`src/design/dsq_pkg.sv`:
```
// Package of the drive sequencing state machine: state codes,
// register map, field positions, reset values and carrier structs.
// Assumes one 20 MHz clock domain shared by all users of the package.
package dsq_pkg;

  // ==========================================================
  // Sequencing state codes
  typedef enum logic [2:0] {
    DSQ_NOT_READY  = 3'h0,
    DSQ_START_DIS  = 3'h1,
    DSQ_START_EN   = 3'h2,
    DSQ_SWITCH_ON  = 3'h3,
    DSQ_ENABLED    = 3'h4,
    DSQ_FAST_HALT  = 3'h5,
    DSQ_TRIP_ACT   = 3'h6,
    DSQ_TRIPPED    = 3'h7
  } dsq_state_t;

  // ==========================================================
  // Register map
  localparam int          DSQ_ADDR_W      = 8;
  localparam int          DSQ_DATA_W      = 32;
  localparam logic [7:0]  DSQ_OFS_CTRL    = 8'h00;
  localparam logic [7:0]  DSQ_OFS_STATUS  = 8'h04;

  // Control register fields
  localparam int          DSQ_CTRL_COAST_MODE = 0;
  localparam int          DSQ_CTRL_RECONFIG   = 1;
  localparam int          DSQ_CTRL_REINIT     = 2;
  localparam logic        DSQ_RST_COAST_MODE  = 1'b0;
  localparam logic        DSQ_RST_RECONFIG    = 1'b0;

  // Status register fields
  localparam int          DSQ_STAT_STATE_LSB  = 0;
  localparam int          DSQ_STAT_FLAGS_LSB  = 8;

  // ==========================================================
  // Carriers
  typedef struct packed {
    logic run;
    logic jog;
    logic coast_halt_n;
    logic fast_halt_n;
    logic drive_enable;
    logic trip;
    logic trip_reset;
  } dsq_cmd_t;

  typedef struct packed {
    logic init_done;
    logic stack_quenched;
    logic fh_timer_expired;
    logic at_zero_setpoint;
    logic stop_done;
  } dsq_env_t;

  typedef struct packed {
    logic tripped;
    logic running;
    logic jogging;
    logic stopping;
    logic contactor;
    logic switch_on_en;
    logic switched_on;
    logic ready;
    logic healthy;
  } dsq_status_t;

  localparam dsq_status_t DSQ_RST_STATUS = 9'h001;

endpackage

```
`src/design/dsq_seq.sv`:
```
// Drive sequencing state machine with its small register port.
// Command and environment inputs come from logic on the same clock.
//
// Our own choices: the address-and-strobe port and the placing of the registers.
`timescale 1ns/10ps

module dsq_seq
  import dsq_pkg::*;
(
  input  wire logic                  clk,
  input  wire logic                  resetn,
  input  wire dsq_cmd_t              cmd,
  input  wire dsq_env_t              env,
  input  wire logic [DSQ_ADDR_W-1:0] addr,
  input  wire logic [DSQ_DATA_W-1:0] wdata,
  input  wire logic                  wr,
  input  wire logic                  rd,
  output logic      [DSQ_DATA_W-1:0] rdata,
  output logic      [2:0]            state_code,
  output dsq_status_t                status
);

  // ==========================================================
  // Declarations
  dsq_state_t               state_r;
  dsq_state_t               state_nxt;
  dsq_status_t              status_r;
  dsq_status_t              status_nxt;
  logic                     jog_act_r;
  logic                     jog_act_nxt;
  logic                     rst_prev_r;
  logic                     rst_prev_nxt;
  logic                     coast_mode_r;
  logic                     coast_mode_nxt;
  logic                     reconfig_r;
  logic                     reconfig_nxt;
  logic [DSQ_DATA_W-1:0]    rdata_r;
  logic [DSQ_DATA_W-1:0]    rdata_nxt;
  logic                     reinit;
  logic                     reset_edge;
  logic                     idle_cmd;
  logic                     halt_low;

  // ==========================================================
  // Helpers
  function automatic logic in_range(input dsq_state_t s,
                                    input dsq_state_t lo,
                                    input dsq_state_t hi);
    in_range = (s >= lo) && (s <= hi);
  endfunction

  assign reinit     = wr && (addr == DSQ_OFS_CTRL) && wdata[DSQ_CTRL_REINIT];
  assign reset_edge = cmd.trip_reset && !rst_prev_r;
  assign idle_cmd   = !cmd.run && !cmd.jog;
  assign halt_low   = !cmd.coast_halt_n || !cmd.fast_halt_n;

  // ==========================================================
  // Register port
  always_comb begin
    coast_mode_nxt = coast_mode_r;
    reconfig_nxt   = reconfig_r;
    rdata_nxt      = '0;
    if (wr && (addr == DSQ_OFS_CTRL)) begin
      coast_mode_nxt = wdata[DSQ_CTRL_COAST_MODE];
      reconfig_nxt   = wdata[DSQ_CTRL_RECONFIG];
    end
    if (rd) begin
      case (addr)
        DSQ_OFS_CTRL: begin
          rdata_nxt[DSQ_CTRL_COAST_MODE] = coast_mode_r;
          rdata_nxt[DSQ_CTRL_RECONFIG]   = reconfig_r;
        end
        DSQ_OFS_STATUS: begin
          rdata_nxt[DSQ_STAT_STATE_LSB +: 3] = state_r;
          rdata_nxt[DSQ_STAT_FLAGS_LSB +: $bits(dsq_status_t)] = status_r;
        end
        default: begin
          rdata_nxt = '0;
        end
      endcase
    end
  end

  always_ff @(posedge clk) begin
    if (!resetn) begin
      coast_mode_r <= DSQ_RST_COAST_MODE;
      reconfig_r   <= DSQ_RST_RECONFIG;
      rdata_r      <= '0;
    end else begin
      coast_mode_r <= coast_mode_nxt;
      reconfig_r   <= reconfig_nxt;
      rdata_r      <= rdata_nxt;
    end
  end

  // ==========================================================
  // State transitions
  always_comb begin
    state_nxt    = state_r;
    rst_prev_nxt = cmd.trip_reset;
    if (reinit) begin
      state_nxt = DSQ_NOT_READY;
    end else begin
      case (state_r)
        DSQ_NOT_READY: begin
          if (env.init_done && !reconfig_r) begin
            state_nxt = DSQ_START_DIS;
          end
        end
        DSQ_START_DIS: begin
          if (cmd.trip) begin
            state_nxt = DSQ_TRIP_ACT;
          end else if (idle_cmd && !halt_low) begin
            state_nxt = DSQ_START_EN;
          end
        end
        DSQ_START_EN: begin
          if (cmd.trip) begin
            state_nxt = DSQ_TRIP_ACT;
          end else if (halt_low) begin
            state_nxt = DSQ_START_DIS;
          end else if (cmd.run || cmd.jog) begin
            state_nxt = DSQ_SWITCH_ON;
          end
        end
        DSQ_SWITCH_ON: begin
          if (cmd.trip) begin
            state_nxt = DSQ_TRIP_ACT;
          end else if (halt_low) begin
            state_nxt = DSQ_START_DIS;
          end else if (idle_cmd) begin
            state_nxt = DSQ_START_EN;
          end else if (cmd.drive_enable) begin
            state_nxt = DSQ_ENABLED;
          end
        end
        DSQ_ENABLED: begin
          if (cmd.trip) begin
            state_nxt = DSQ_TRIP_ACT;
          end else if (!cmd.coast_halt_n) begin
            state_nxt = DSQ_START_DIS;
          end else if (!cmd.fast_halt_n) begin
            state_nxt = DSQ_FAST_HALT;
          end else if (!cmd.drive_enable) begin
            state_nxt = DSQ_SWITCH_ON;
          end else if (idle_cmd && env.stop_done) begin
            state_nxt = DSQ_START_EN;
          end
        end
        DSQ_FAST_HALT: begin
          if (cmd.trip) begin
            state_nxt = DSQ_TRIP_ACT;
          end else if (env.fh_timer_expired || coast_mode_r ||
                       env.at_zero_setpoint) begin
            state_nxt = DSQ_START_DIS;
          end
        end
        DSQ_TRIP_ACT: begin
          if (env.stack_quenched) begin
            state_nxt = DSQ_TRIPPED;
          end
        end
        DSQ_TRIPPED: begin
          if (reset_edge && !cmd.trip) begin
            state_nxt = DSQ_START_DIS;
          end
        end
        default: begin
          state_nxt = DSQ_NOT_READY;
        end
      endcase
    end
  end

  always_ff @(posedge clk) begin
    if (!resetn) begin
      state_r    <= DSQ_NOT_READY;
      rst_prev_r <= 1'b1;
    end else begin
      state_r    <= state_nxt;
      rst_prev_r <= rst_prev_nxt;
    end
  end

  // ==========================================================
  // Status outputs from the current state
  always_comb begin
    jog_act_nxt = (state_r == DSQ_ENABLED) &&
                  ((cmd.jog && !cmd.run) ||
                   (jog_act_r && !cmd.run && !env.stop_done));
    status_nxt              = '0;
    status_nxt.tripped      = in_range(state_r, DSQ_TRIP_ACT,
                                       DSQ_TRIPPED);
    status_nxt.running      = (state_r == DSQ_ENABLED);
    status_nxt.jogging      = (state_r == DSQ_ENABLED) && jog_act_r;
    status_nxt.stopping     = (state_r == DSQ_FAST_HALT) ||
                              ((state_r == DSQ_ENABLED) && idle_cmd &&
                               !env.stop_done);
    status_nxt.switch_on_en = in_range(state_r, DSQ_START_EN,
                                       DSQ_TRIP_ACT);
    status_nxt.switched_on  = in_range(state_r, DSQ_SWITCH_ON,
                                       DSQ_TRIP_ACT);
    status_nxt.ready        = status_nxt.switched_on;
    case (state_r)
      DSQ_START_DIS, DSQ_START_EN: begin
        status_nxt.contactor = status_r.contactor;
      end
      DSQ_NOT_READY, DSQ_TRIPPED: begin
        status_nxt.contactor = 1'b0;
      end
      default: begin
        status_nxt.contactor = 1'b1;
      end
    endcase
    case (state_r)
      DSQ_TRIP_ACT: begin
        status_nxt.healthy = 1'b0;
      end
      DSQ_TRIPPED: begin
        status_nxt.healthy = idle_cmd;
      end
      default: begin
        status_nxt.healthy = 1'b1;
      end
    endcase
  end

  always_ff @(posedge clk) begin
    if (!resetn) begin
      status_r  <= DSQ_RST_STATUS;
      jog_act_r <= 1'b0;
    end else begin
      status_r  <= status_nxt;
      jog_act_r <= jog_act_nxt;
    end
  end

  assign state_code = state_r;
  assign status     = status_r;
  assign rdata      = rdata_r;
endmodule

```
`config.mk`:
```
export PLATFORM = sky130hd
export DESIGN_NAME = dsq_seq
export DESIGN_NICKNAME = d
export VERILOG_FILES = /design/src/design/dsq_pkg.sv /design/src/design/dsq_seq.sv
export SDC_FILE = /design/constraint.sdc
export NUM_CORES = 1
export LEC_CHECK = 0
export BUFFER_PORTS_ARGS = -buffer_cell sky130_fd_sc_hd__buf_2
export CORE_MARGIN = 3
export CORE_UTILIZATION = 39
export CTS_BUF_LIST = sky130_fd_sc_hd__clkbuf_16
export CTS_CLUSTER_DIAMETER = 30
export CTS_CLUSTER_SIZE = 14
export DETAILED_ROUTE_END_ITERATION = 8
export PLACE_DENSITY = 0.79
export REMOVE_ABC_BUFFERS = 1
export SYNTH_ARGS = -nofsm -noshare
export SYNTH_HDL_FRONTEND = slang
export SYNTH_SLANG_ARGS = --single-unit
```
`constraint.sdc`:
```
create_clock -name clk -period 2.08 [get_ports clk]
set_input_delay 0.208 -clock clk [delete_from_list [all_inputs] [get_ports clk]]
set_output_delay 0.208 -clock clk [all_outputs]
set_load 0.02 [all_outputs]
```
==> results of run 1 <==
==> cell type report <==
type | instances | share of cell area, %
inverter | 7 | 1.63
clock inverter | 1 | 1.86
timing repair buffer | 55 | 17.8
clock buffer | 3 | 4.65
tap | 44 | 3.41
multi-input combinational | 106 | 38.4
sequential | 26 | 32.2
==> cell usage in the layout (no fill, tap or decap), types with 2 or more instances in the layout <==
master     instances
nand2_1            9
a21boi_0           2
conb_1            20
buf_2             50
nor3_1             2
nand3_1            2
o2111ai_1          2
mux2i_1            7
and2_1            10
inv_1              7
nand4_1            2
a21oi_1            6
nor2b_1            3
clkbuf_16          3
dfxtp_1           26
nor4_1             2
buf_4              5
o31ai_1            3
o21ai_0            4
nor2_1            15
==> routing by layer <==
layer  wire (um)  vias to the layer above
met5           0                        -
met4          48                        0
met3         224                        4
met2        1320                       45
met1        1040                      499
li1            -                      570
==> worst paths after layout <==
check                           cells after the start             to           from
worst max register to register                      5  state_code[2]  state_code[0]
worst max-delay path                                5  state_code[2]  state_code[0]
worst min-delay path                                2      jog_act_r         cmd[6]
worst min register to register                      1      rdata[11]      status[3]
==> stage by stage <==
step                hold slack, ns  area [sq um]  instances  util [%]  setup slack [ns]
global placement             0.405          1510        238      48.3             0.259
global route                 0.129          1620        242      51.6             0.127
CTS                          0.133          1620        242      51.6             0.259
detailed placement           0.408          1510        238      48.3             0.267
finish                       0.133          1620        242      51.6             0.268
floorplan                    0.281          1170        139         -             0.111
==> flip-flops by register name (all words and copies together), names as in the netlist <==
signal / cells
status: 8
rdata: 11
rst_prev_r: 1
jog_act_r: 1
reconfig_r: 1
coast_mode_r: 1
state_code: 3
==> logic make-up after synthesis <==
group | share of synthesized area [%]
other | 0.287
AOI/OAI and AO/OA | 13.2
adders and majority gates | 0.767
muxes | 5.37
xor gates and xnor gates | 0.671
buffers and inverters | 18.0
and+or+nand+nor | 21.8
DFF | 39.9
==> power by group <==
group | switching (uW) | total [uW] | internal, uW
registers | 61.3 | 605 | 544
logic | 281 | 490 | 209
clock network | 164 | 547 | 382
==> critical path, delay by kind of cell (launching register included) <==
kind | cells | cell delay (ns)
and+or+nand+nor | 2 | 0.69
AOI/OAI and AO/OA | 3 | 0.52
DFF | 1 | 0.51
==> metrics.cfg, run 1 <==
[global_routing]
grt_usage_pct=12.7
grt_use_met3_pct=2.46
globalRouteOverflowTotal=0
grt_pass1_wl_um=4040
use_met1_pct=13.4
grt_max_degree=16
grt-busiest-layer=met2
grt_antenna_before_repair=0
grt_util_met2_pct=23.2
grt_pass1_vias=947

[synth]
yosys_most_used_dff=dfxtp_1
ys_seq_area_share_pct=39.9
synth_edf_count=0
yosys_warnings=0
synth_area_leader_cell=dfxtp_1
synthCells=149
synthTopCellsByCount=dfxtp_1, buf_4, nor2_1
synth_top_area_share_pct=39.9
synthTopCellsByArea=dfxtp_1, buf_4, mux2i_1, and2_1, nor2_1
synthArstFlopShare_pct=0
synth_area_per_cell_sq_um=8.76
synthDistinctLibCells=38
synth_most_common_cell=dfxtp_1
syn_area_sq_um=1310
yosys_register_bits=26

[routing]
wire_per_inst_um=10.9
route.detailed.drc=0
vias=1118
viasPerCell=4.62
drt-total-wl_um=2630
drtPass1Iterations=4
antenna_left=0
drt-initial-drc-count=46

[sta]
fin_crit_sh_pct=87.1
rsz0062_at_grt=false
timing.fmax_ghz=0.552
setup_viol=0
skew_ns=0.00286
min_period_ns=1.81
fin_tns_setup_ns=0
finalHoldViolations=0
finalMaxSlewViolations=0

[cts]
cts.sinks=26
cts_resized=0
cts_tree=built
clockRootBuffer=clkbuf_16
clockBufferDepth=2
clock_latency_ns=0.26
cts_setup_buffers=0
cts.clk_slew.worst_paths_ns=0.06
cts.htree.levels=1
numCtsBuffers=3
hold_buffers=0

[final_layout]
area.sequential_sq_um=520
drive_above_1_share_pct=30.3
multi_input_area_sq_um=621
areaGrowthSynthToFinish_pct=23.8
nNetsFinal=255
antenna_cells=0
fillCellCount=302

[worst_setup_path]
setup.worst_path.class=flop to flop
startpoint_type=flop
critPathRequiredTime_ns=2.23
path_cells=or4bb_1, a21oi_1, o2111ai_1, and3_1, o221a_1
cpMaxStageDelayCell=dfxtp_1
path_max_fanout=12
worstPathArrival_ns=1.96
critPathMaxStageDelay_ns=0.51
ff2ff_setup_slack_ns=0.27
endpoint_kind=flop

[min_path]
hp-class=input port to flop

[floorplan]
ios=100
die-area_sq_um=4080
dieWidth_um=63.8
die_y_um=63.8
std_cell_rows=20
initial_utilization_pct=41.7
coreArea_sq_um=3130

[place]
place.gp.congestion=0.803
hpwl_um=2060
io_buffers=50

[power_and_ir_drop]
p_leak_uw=0.000806
ir_worst_vdd_v=0.000387
p_per_area_nw_per_um2=1020
power.total_uw=1640

[flow_run]
cap_violations=0

[status]
status=completed

(Power assumes the default switching activity.)
==> run 2, diff against run 1 <==
CORE_UTILIZATION = 35   (was 39)
PLACE_DENSITY = unset   (was 0.79)
PLACE_DENSITY_LB_ADDON = 0.15   (was unset)
clock period = 1.55 ns   (was 2.08 ns; I/O delays follow)
==> metrics.cfg, run 2 (synthesized netlist as in run 1, its figures left out) <==
[power_and_ir_drop]
switching_share_pct=32.5  ; +1.6 points
p_clk_share_pct=25.4  ; -7.9 points
intPower_uw=1470  ; +30%
p_leak_uw=0.000883  ; +9.6%
ir_worst_vdd_v=0.000573  ; +48%
p_per_area_nw_per_um2=1240  ; +22%
p_comb_share_pct=38.0  ; +8.2 points
power_switching_uw=709  ; +40%
seqPwrFrac_pct=36.6  ; -0.3 points

[routing]
vias=1194  ; +6.8%
antenna_left=0  ; unchanged
drtPass1Iterations=4  ; unchanged
drt-total-wl_um=2970  ; +13%
wire_per_inst_um=11.4  ; +4.7%
viasPerCell=4.57  ; -0.98%
drt-initial-drc-count=17  ; -63%
route.detailed.drc=0  ; unchanged

[floorplan]
dieWidth_um=67.1  ; +5.0%
die_y_um=67.1  ; +5.0%
initial_utilization_pct=37.6  ; -4.1 points
coreArea_sq_um=3470  ; +11%
std_cell_rows=21  ; +5.0%
die-area_sq_um=4500  ; +10%
ios=100  ; unchanged

[final_layout]
largest_reg_flops=11  ; unchanged
antenna_cells=0  ; unchanged
fillCellCount=354  ; +17%
layout_commonest_cell=buf_2
layout.cells.non_filler=261  ; +7.9%
nNetsFinal=272  ; +6.7%
drive_above_1_share_pct=38.6  ; +8.3 points
most-common-layout-cells=buf_2, dfxtp_1, buf_4
areaGrowthSynthToFinish_pct=34.5

[sta]
fin_crit_sh_pct=108  ; +21 points
setup_viol=3  ; +3
finalMaxSlewViolations=0  ; unchanged
min_period_ns=1.67  ; -0.142 ns
rsz0062_at_grt=true
skew_ns=0.00343  ; +0.000571 ns
setup_slack_ns=-0.120  ; -0.388 ns
timing.fmax_ghz=0.599  ; +8.5%
finalHoldViolations=0  ; unchanged
fin_tns_setup_ns=-0.194  ; -0.194 ns
holdWs_ns=0.0910  ; -0.0424 ns

[cts]
cts_tree=built
cts.sinks=26  ; unchanged
hold_buffers=0  ; unchanged
numCtsBuffers=3  ; unchanged
clock_latency_ns=0.25  ; about the same
cts.clk_slew.worst_paths_ns=0.06  ; about the same
clockBufferDepth=2  ; unchanged
clockRootBuffer=clkbuf_16
cts.htree.levels=1  ; unchanged

[worst_setup_path]
setup.worst_path.class=flop to flop
worstPathArrival_ns=1.81  ; -0.15 ns
endpoint_kind=flop
r2r_cells=5  ; unchanged
path_max_fanout=5  ; -7
critPathRequiredTime_ns=1.69  ; -0.54 ns
startpoint_type=flop

[min_path]
hp-class=input port to flop
whs_path_depth=2  ; unchanged

[place]
place.gp.congestion=0.838  ; +4.4%
hpwl_um=2430  ; +18%
placed_cells=253  ; +6.3%
io_buffers=50  ; unchanged

[global_routing]
grt_max_degree=15  ; -1
globalRouteOverflowTotal=0  ; unchanged
grt_pass1_vias=1066  ; +13%
grt_usage_pct=13.1  ; +0.46 points
grt_antenna_before_repair=0  ; unchanged
grt_pass1_wl_um=4550  ; +13%

[status]
status=complete, but fails checks
violations=setup timing

[flow_run]
cap_violations=0  ; unchanged

run 2: layer usage:
metal  vias to the layer above  wire length [um]  track usage (%)
met5                         -                 0                0
met1                       559              1190             14.9
met4                         0                 0             4.56
li1                        600                 -                -
met3                         0               157             1.69
met2                        35              1630             24.7
run 2: worst paths after layout:
check                                   start            end  slack, ns
worst max register to register  state_code[1]  state_code[2]      -0.12
worst max-delay path            state_code[1]  state_code[2]      -0.12
worst min register to register      status[8]      rdata[16]       0.45
worst min-delay path                   cmd[6]      jog_act_r       0.09
run 2: layout make-up:
class	instances	area [sq um]	area share [%]
flip-flops and latches	26	529	30.1
inverters	7	26.3	1.50
clock inverters	1	3.75	0.214
repair buffers	72	419	23.9
multi-input cells	106	644	36.7
clock buffers	3	75.1	4.28
well taps	46	57.6	3.28
run 2: power groups by stage:
| stage | clock network, uW | registers, uW | logic [uW] |
|---|---|---|---|
| 6_report | 554 | 799 | 828 |
| 5_1_grt | 587 | 807 | 914 |
| 4_1_cts | 561 | 799 | 819 |
| 2_1_floorplan | 0 | 935 | 302 |
| 3_5_place_dp | 0 | 809 | 769 |
| 3_3_place_gp | 0 | 807 | 756 |
run 2: metrics by stage:
step                      utilization [%]  cell area (sq um)  total power, uW  setup slack [ns]
after floorplan                         -               1170             1240            -0.419
after global placement               46.4               1610             1560            -0.157
after detailed placement             46.4               1610             1580            -0.173
after CTS                            49.9               1730             2180            -0.125
after global routing                 50.6               1760             2310            -0.168
final                                50.6               1760             2180            -0.120
run 2: timing repair:
item	CTS	global route
resized for setup	6	4
setup buffers	4	0
setup endpoints to repair	3	3
pin swaps	8	5
run 2: critical path, stage by stage (launching register included):
cell	delay, ns
dfxtp_4	0.37
or4bb_1	0.50
a21oi_2	0.17
o2111ai_2	0.12
and3_1	0.17
o221a_1	0.23
==> run 3, diff against run 2 <==
ABC_AREA = 1   (was unset)
CORE_UTILIZATION = 37   (was 35)
==> metrics.cfg, run 3 <==
[routing]
viasPerCell=4.31  ; -5.7%
wire_per_inst_um=10.0  ; -12%
drtPass1Iterations=4  ; unchanged
drt-initial-drc-count=25  ; +8
vias=1316  ; +10%
route.detailed.drc=0  ; unchanged
antenna_left=0  ; unchanged
drt-total-wl_um=3060  ; +2.8%

[worst_setup_path]
r2r_end=state_code[1]
path_max_fanout=9  ; +4
worstPathArrival_ns=1.44  ; -0.37 ns
r2r-start=state_code[0]
r2r_cells=9  ; +4
ff2ff_setup_slack_ns=0.25  ; +0.37 ns
critPathRequiredTime_ns=1.70  ; about the same
startpoint_type=flop
critPathLaunch=state_code[0]
setup.worst_path.class=flop to flop
endpoint=state_code[1]
endpoint_kind=flop

[global_routing]
grt_usage_pct=12.5  ; -0.63 points
grt_max_degree=15  ; unchanged
grt_antenna_before_repair=0  ; unchanged
grt_pass1_vias=1161  ; +8.9%
grt_pass1_wl_um=5090  ; +12%
globalRouteOverflowTotal=0  ; unchanged

[sta]
timing.fmax_ghz=0.771  ; +29%
finalMaxSlewViolations=0  ; unchanged
fin_tns_setup_ns=0  ; +0.194 ns
fin_crit_sh_pct=83.7  ; -24 points
setup_viol=0  ; -3
rsz0062_at_grt=false
holdWs_ns=0.111  ; +0.0197 ns
finalHoldViolations=0  ; unchanged
skew_ns=0.00503  ; +0.00160 ns
min_period_ns=1.30  ; -0.373 ns

[floorplan]
ios=100  ; unchanged
initial_utilization_pct=39.4  ; +1.8 points
dieWidth_um=69.4  ; +3.5%
die-area_sq_um=4820  ; +7.1%
std_cell_rows=22  ; +4.8%
coreArea_sq_um=3770  ; +8.7%
die_y_um=69.4  ; +3.5%

[synth]
synth_edf_count=0  ; unchanged
synth_top_area_share_pct=35.0  ; -4.9 points
synthCells=206  ; +38%
synth_area_leader_cell=dfxtp_1
yosys_most_used_dff=dfxtp_1
syn_area_sq_um=1490  ; +14%
synthArstFlopShare_pct=0  ; unchanged
yosys_warnings=0  ; unchanged
synthTopCellsByArea=dfxtp_1, buf_4, nand2_1, nor2_1, inv_1
ys_seq_area_share_pct=35.0  ; -4.9 points
synthDistinctLibCells=28  ; -26%
yosys_register_bits=26  ; unchanged
synth_most_common_cell=nand2_1
synthTopCellsByCount=nand2_1, nor2_1, dfxtp_1
synth_area_per_cell_sq_um=7.22  ; -18%

[final_layout]
fin_area_sq_um=1810  ; +3.2%
nNetsFinal=314  ; +15%
largest_reg_flops=11  ; unchanged
antenna_cells=0  ; unchanged
most-common-layout-cells=buf_2, nand2_1, nor2_1
areaGrowthSynthToFinish_pct=21.8
drive_above_1_share_pct=32.3  ; -6.3 points
layout_commonest_cell=buf_2

[cts]
clockRootBuffer=clkbuf_16
cts_setup_buffers=0  ; -4
clockBufferDepth=2  ; unchanged
numCtsBuffers=3  ; unchanged
cts_tree=built
clock_latency_ns=0.25  ; about the same
cts.clk_slew.worst_paths_ns=0.06  ; about the same
cts.sinks=26  ; unchanged
cts.htree.levels=1  ; unchanged
hold_buffers=0  ; unchanged
cts_resized=0  ; -6

[power_and_ir_drop]
seqPwrFrac_pct=32.6  ; -4.0 points
power_switching_uw=943  ; +33%
p_clk_share_pct=22.8  ; -2.6 points
ir_worst_vdd_v=0.000672  ; +17%
p_leak_uw=0.000955  ; +8.2%
switching_share_pct=38.6  ; +6.1 points
p_per_area_nw_per_um2=1350  ; +8.6%
p_comb_share_pct=44.6  ; +6.6 points
intPower_uw=1500  ; +1.9%

[min_path]
hp-class=input port to flop

[place]
post_dp_cell_area_sq_um=1730  ; +7.6%
io_buffers=50  ; unchanged
place.gp.congestion=0.823  ; -1.9%
hpwl_um=2530  ; +4.2%

[flow_run]
cap_violations=0  ; unchanged

[status]
status=completed

-- run 3: cell count changes in the layout (fill, tap and decap cells not counted), moves of 4 or more --
cell and change:
nand2_1 +27, inv_1 +16, buf_4 -20, a21oi_1 +6, nor2_4 +6, nand3_1 +13, nor2_1 +15, nand3_2 +4
nand2_2 +5, mux2i_1 -7, and2_1 -10
-- run 3: cell families after synthesis --
logic type	count (synthesis)	synth area share (%)
simple gates	106	36.7
buf+inv	55	21.7
flops	26	35.0
compound gates	18	6.39
other cells	1	0.252
-- run 3: final cells by class --
class,instances,area [sq um]
clock buffer,3,75.1
clock inverter,1,3.75
fill,394,1960
inverter,29,119
multi-input combinational,144,716
sequential,26,520
tap,48,60.1
timing repair buffer,54,318
-- run 3: critical path, stage by stage, from the launching register on --
cell and delay [ns]:
dfxtp_1 0.33, buf_12 0.15, nand2_4 0.12, nor2_1 0.05
nand2_1 0.07, nand3_2 0.08, nor2_4 0.18, nand3_1 0.11
nand2_1 0.07, nor2_1 0.03
-- run 3: worst min-delay path by stage --
stage / from / slack, ns / to / depth (start not counted)
after floorplan: cmd[6] / 0.23 / jog_act_r / 1
after global placement: cmd[0] / 0.37 / rst_prev_r / 2
after detailed placement: cmd[0] / 0.37 / rst_prev_r / 2
after CTS: cmd[0] / 0.11 / rst_prev_r / 2
after global routing: cmd[6] / 0.12 / jog_act_r / 2
final: cmd[0] / 0.11 / rst_prev_r / 2
-- run 3: power groups by stage --
| stage | sequential [uW] | clock, uW | combinational [uW] |
|---|---|---|---|
| after CTS | 798 | 567 | 1100 |
| after global routing | 808 | 598 | 1220 |
| after detailed placement | 813 | 0 | 1090 |
| after global placement | 812 | 0 | 1090 |
| after floorplan | 1000 | 0 | 546 |
| final | 797 | 557 | 1090 |
-- run 3: stage by stage --
| stage | setup WS [ns] | utilization [%] | total power (uW) | instances |
|---|---|---|---|---|
| after floorplan | -0.0188 | - | 1550 | 199 |
| after global placement | 0.261 | 46.0 | 1900 | 301 |
| after detailed placement | 0.259 | 46.0 | 1900 | 301 |
| after CTS | 0.246 | 48.0 | 2460 | 305 |
| after global routing | 0.113 | 48.0 | 2620 | 305 |
| final | 0.253 | 48.0 | 2440 | 305 |
-- run 3: metal layers --
layer | vias to the layer above | wire length (um) | share of wire [%] | track usage, %
met4 | 0 | 25 | 0.82 | 3.25
met2 | 47 | 1410 | 46 | 21.2
li1 | 704 | - | - | -
met3 | 2 | 244 | 8.0 | 1.88
met5 | - | 0 | 0 | 0
met1 | 563 | 1380 | 45 | 16.5
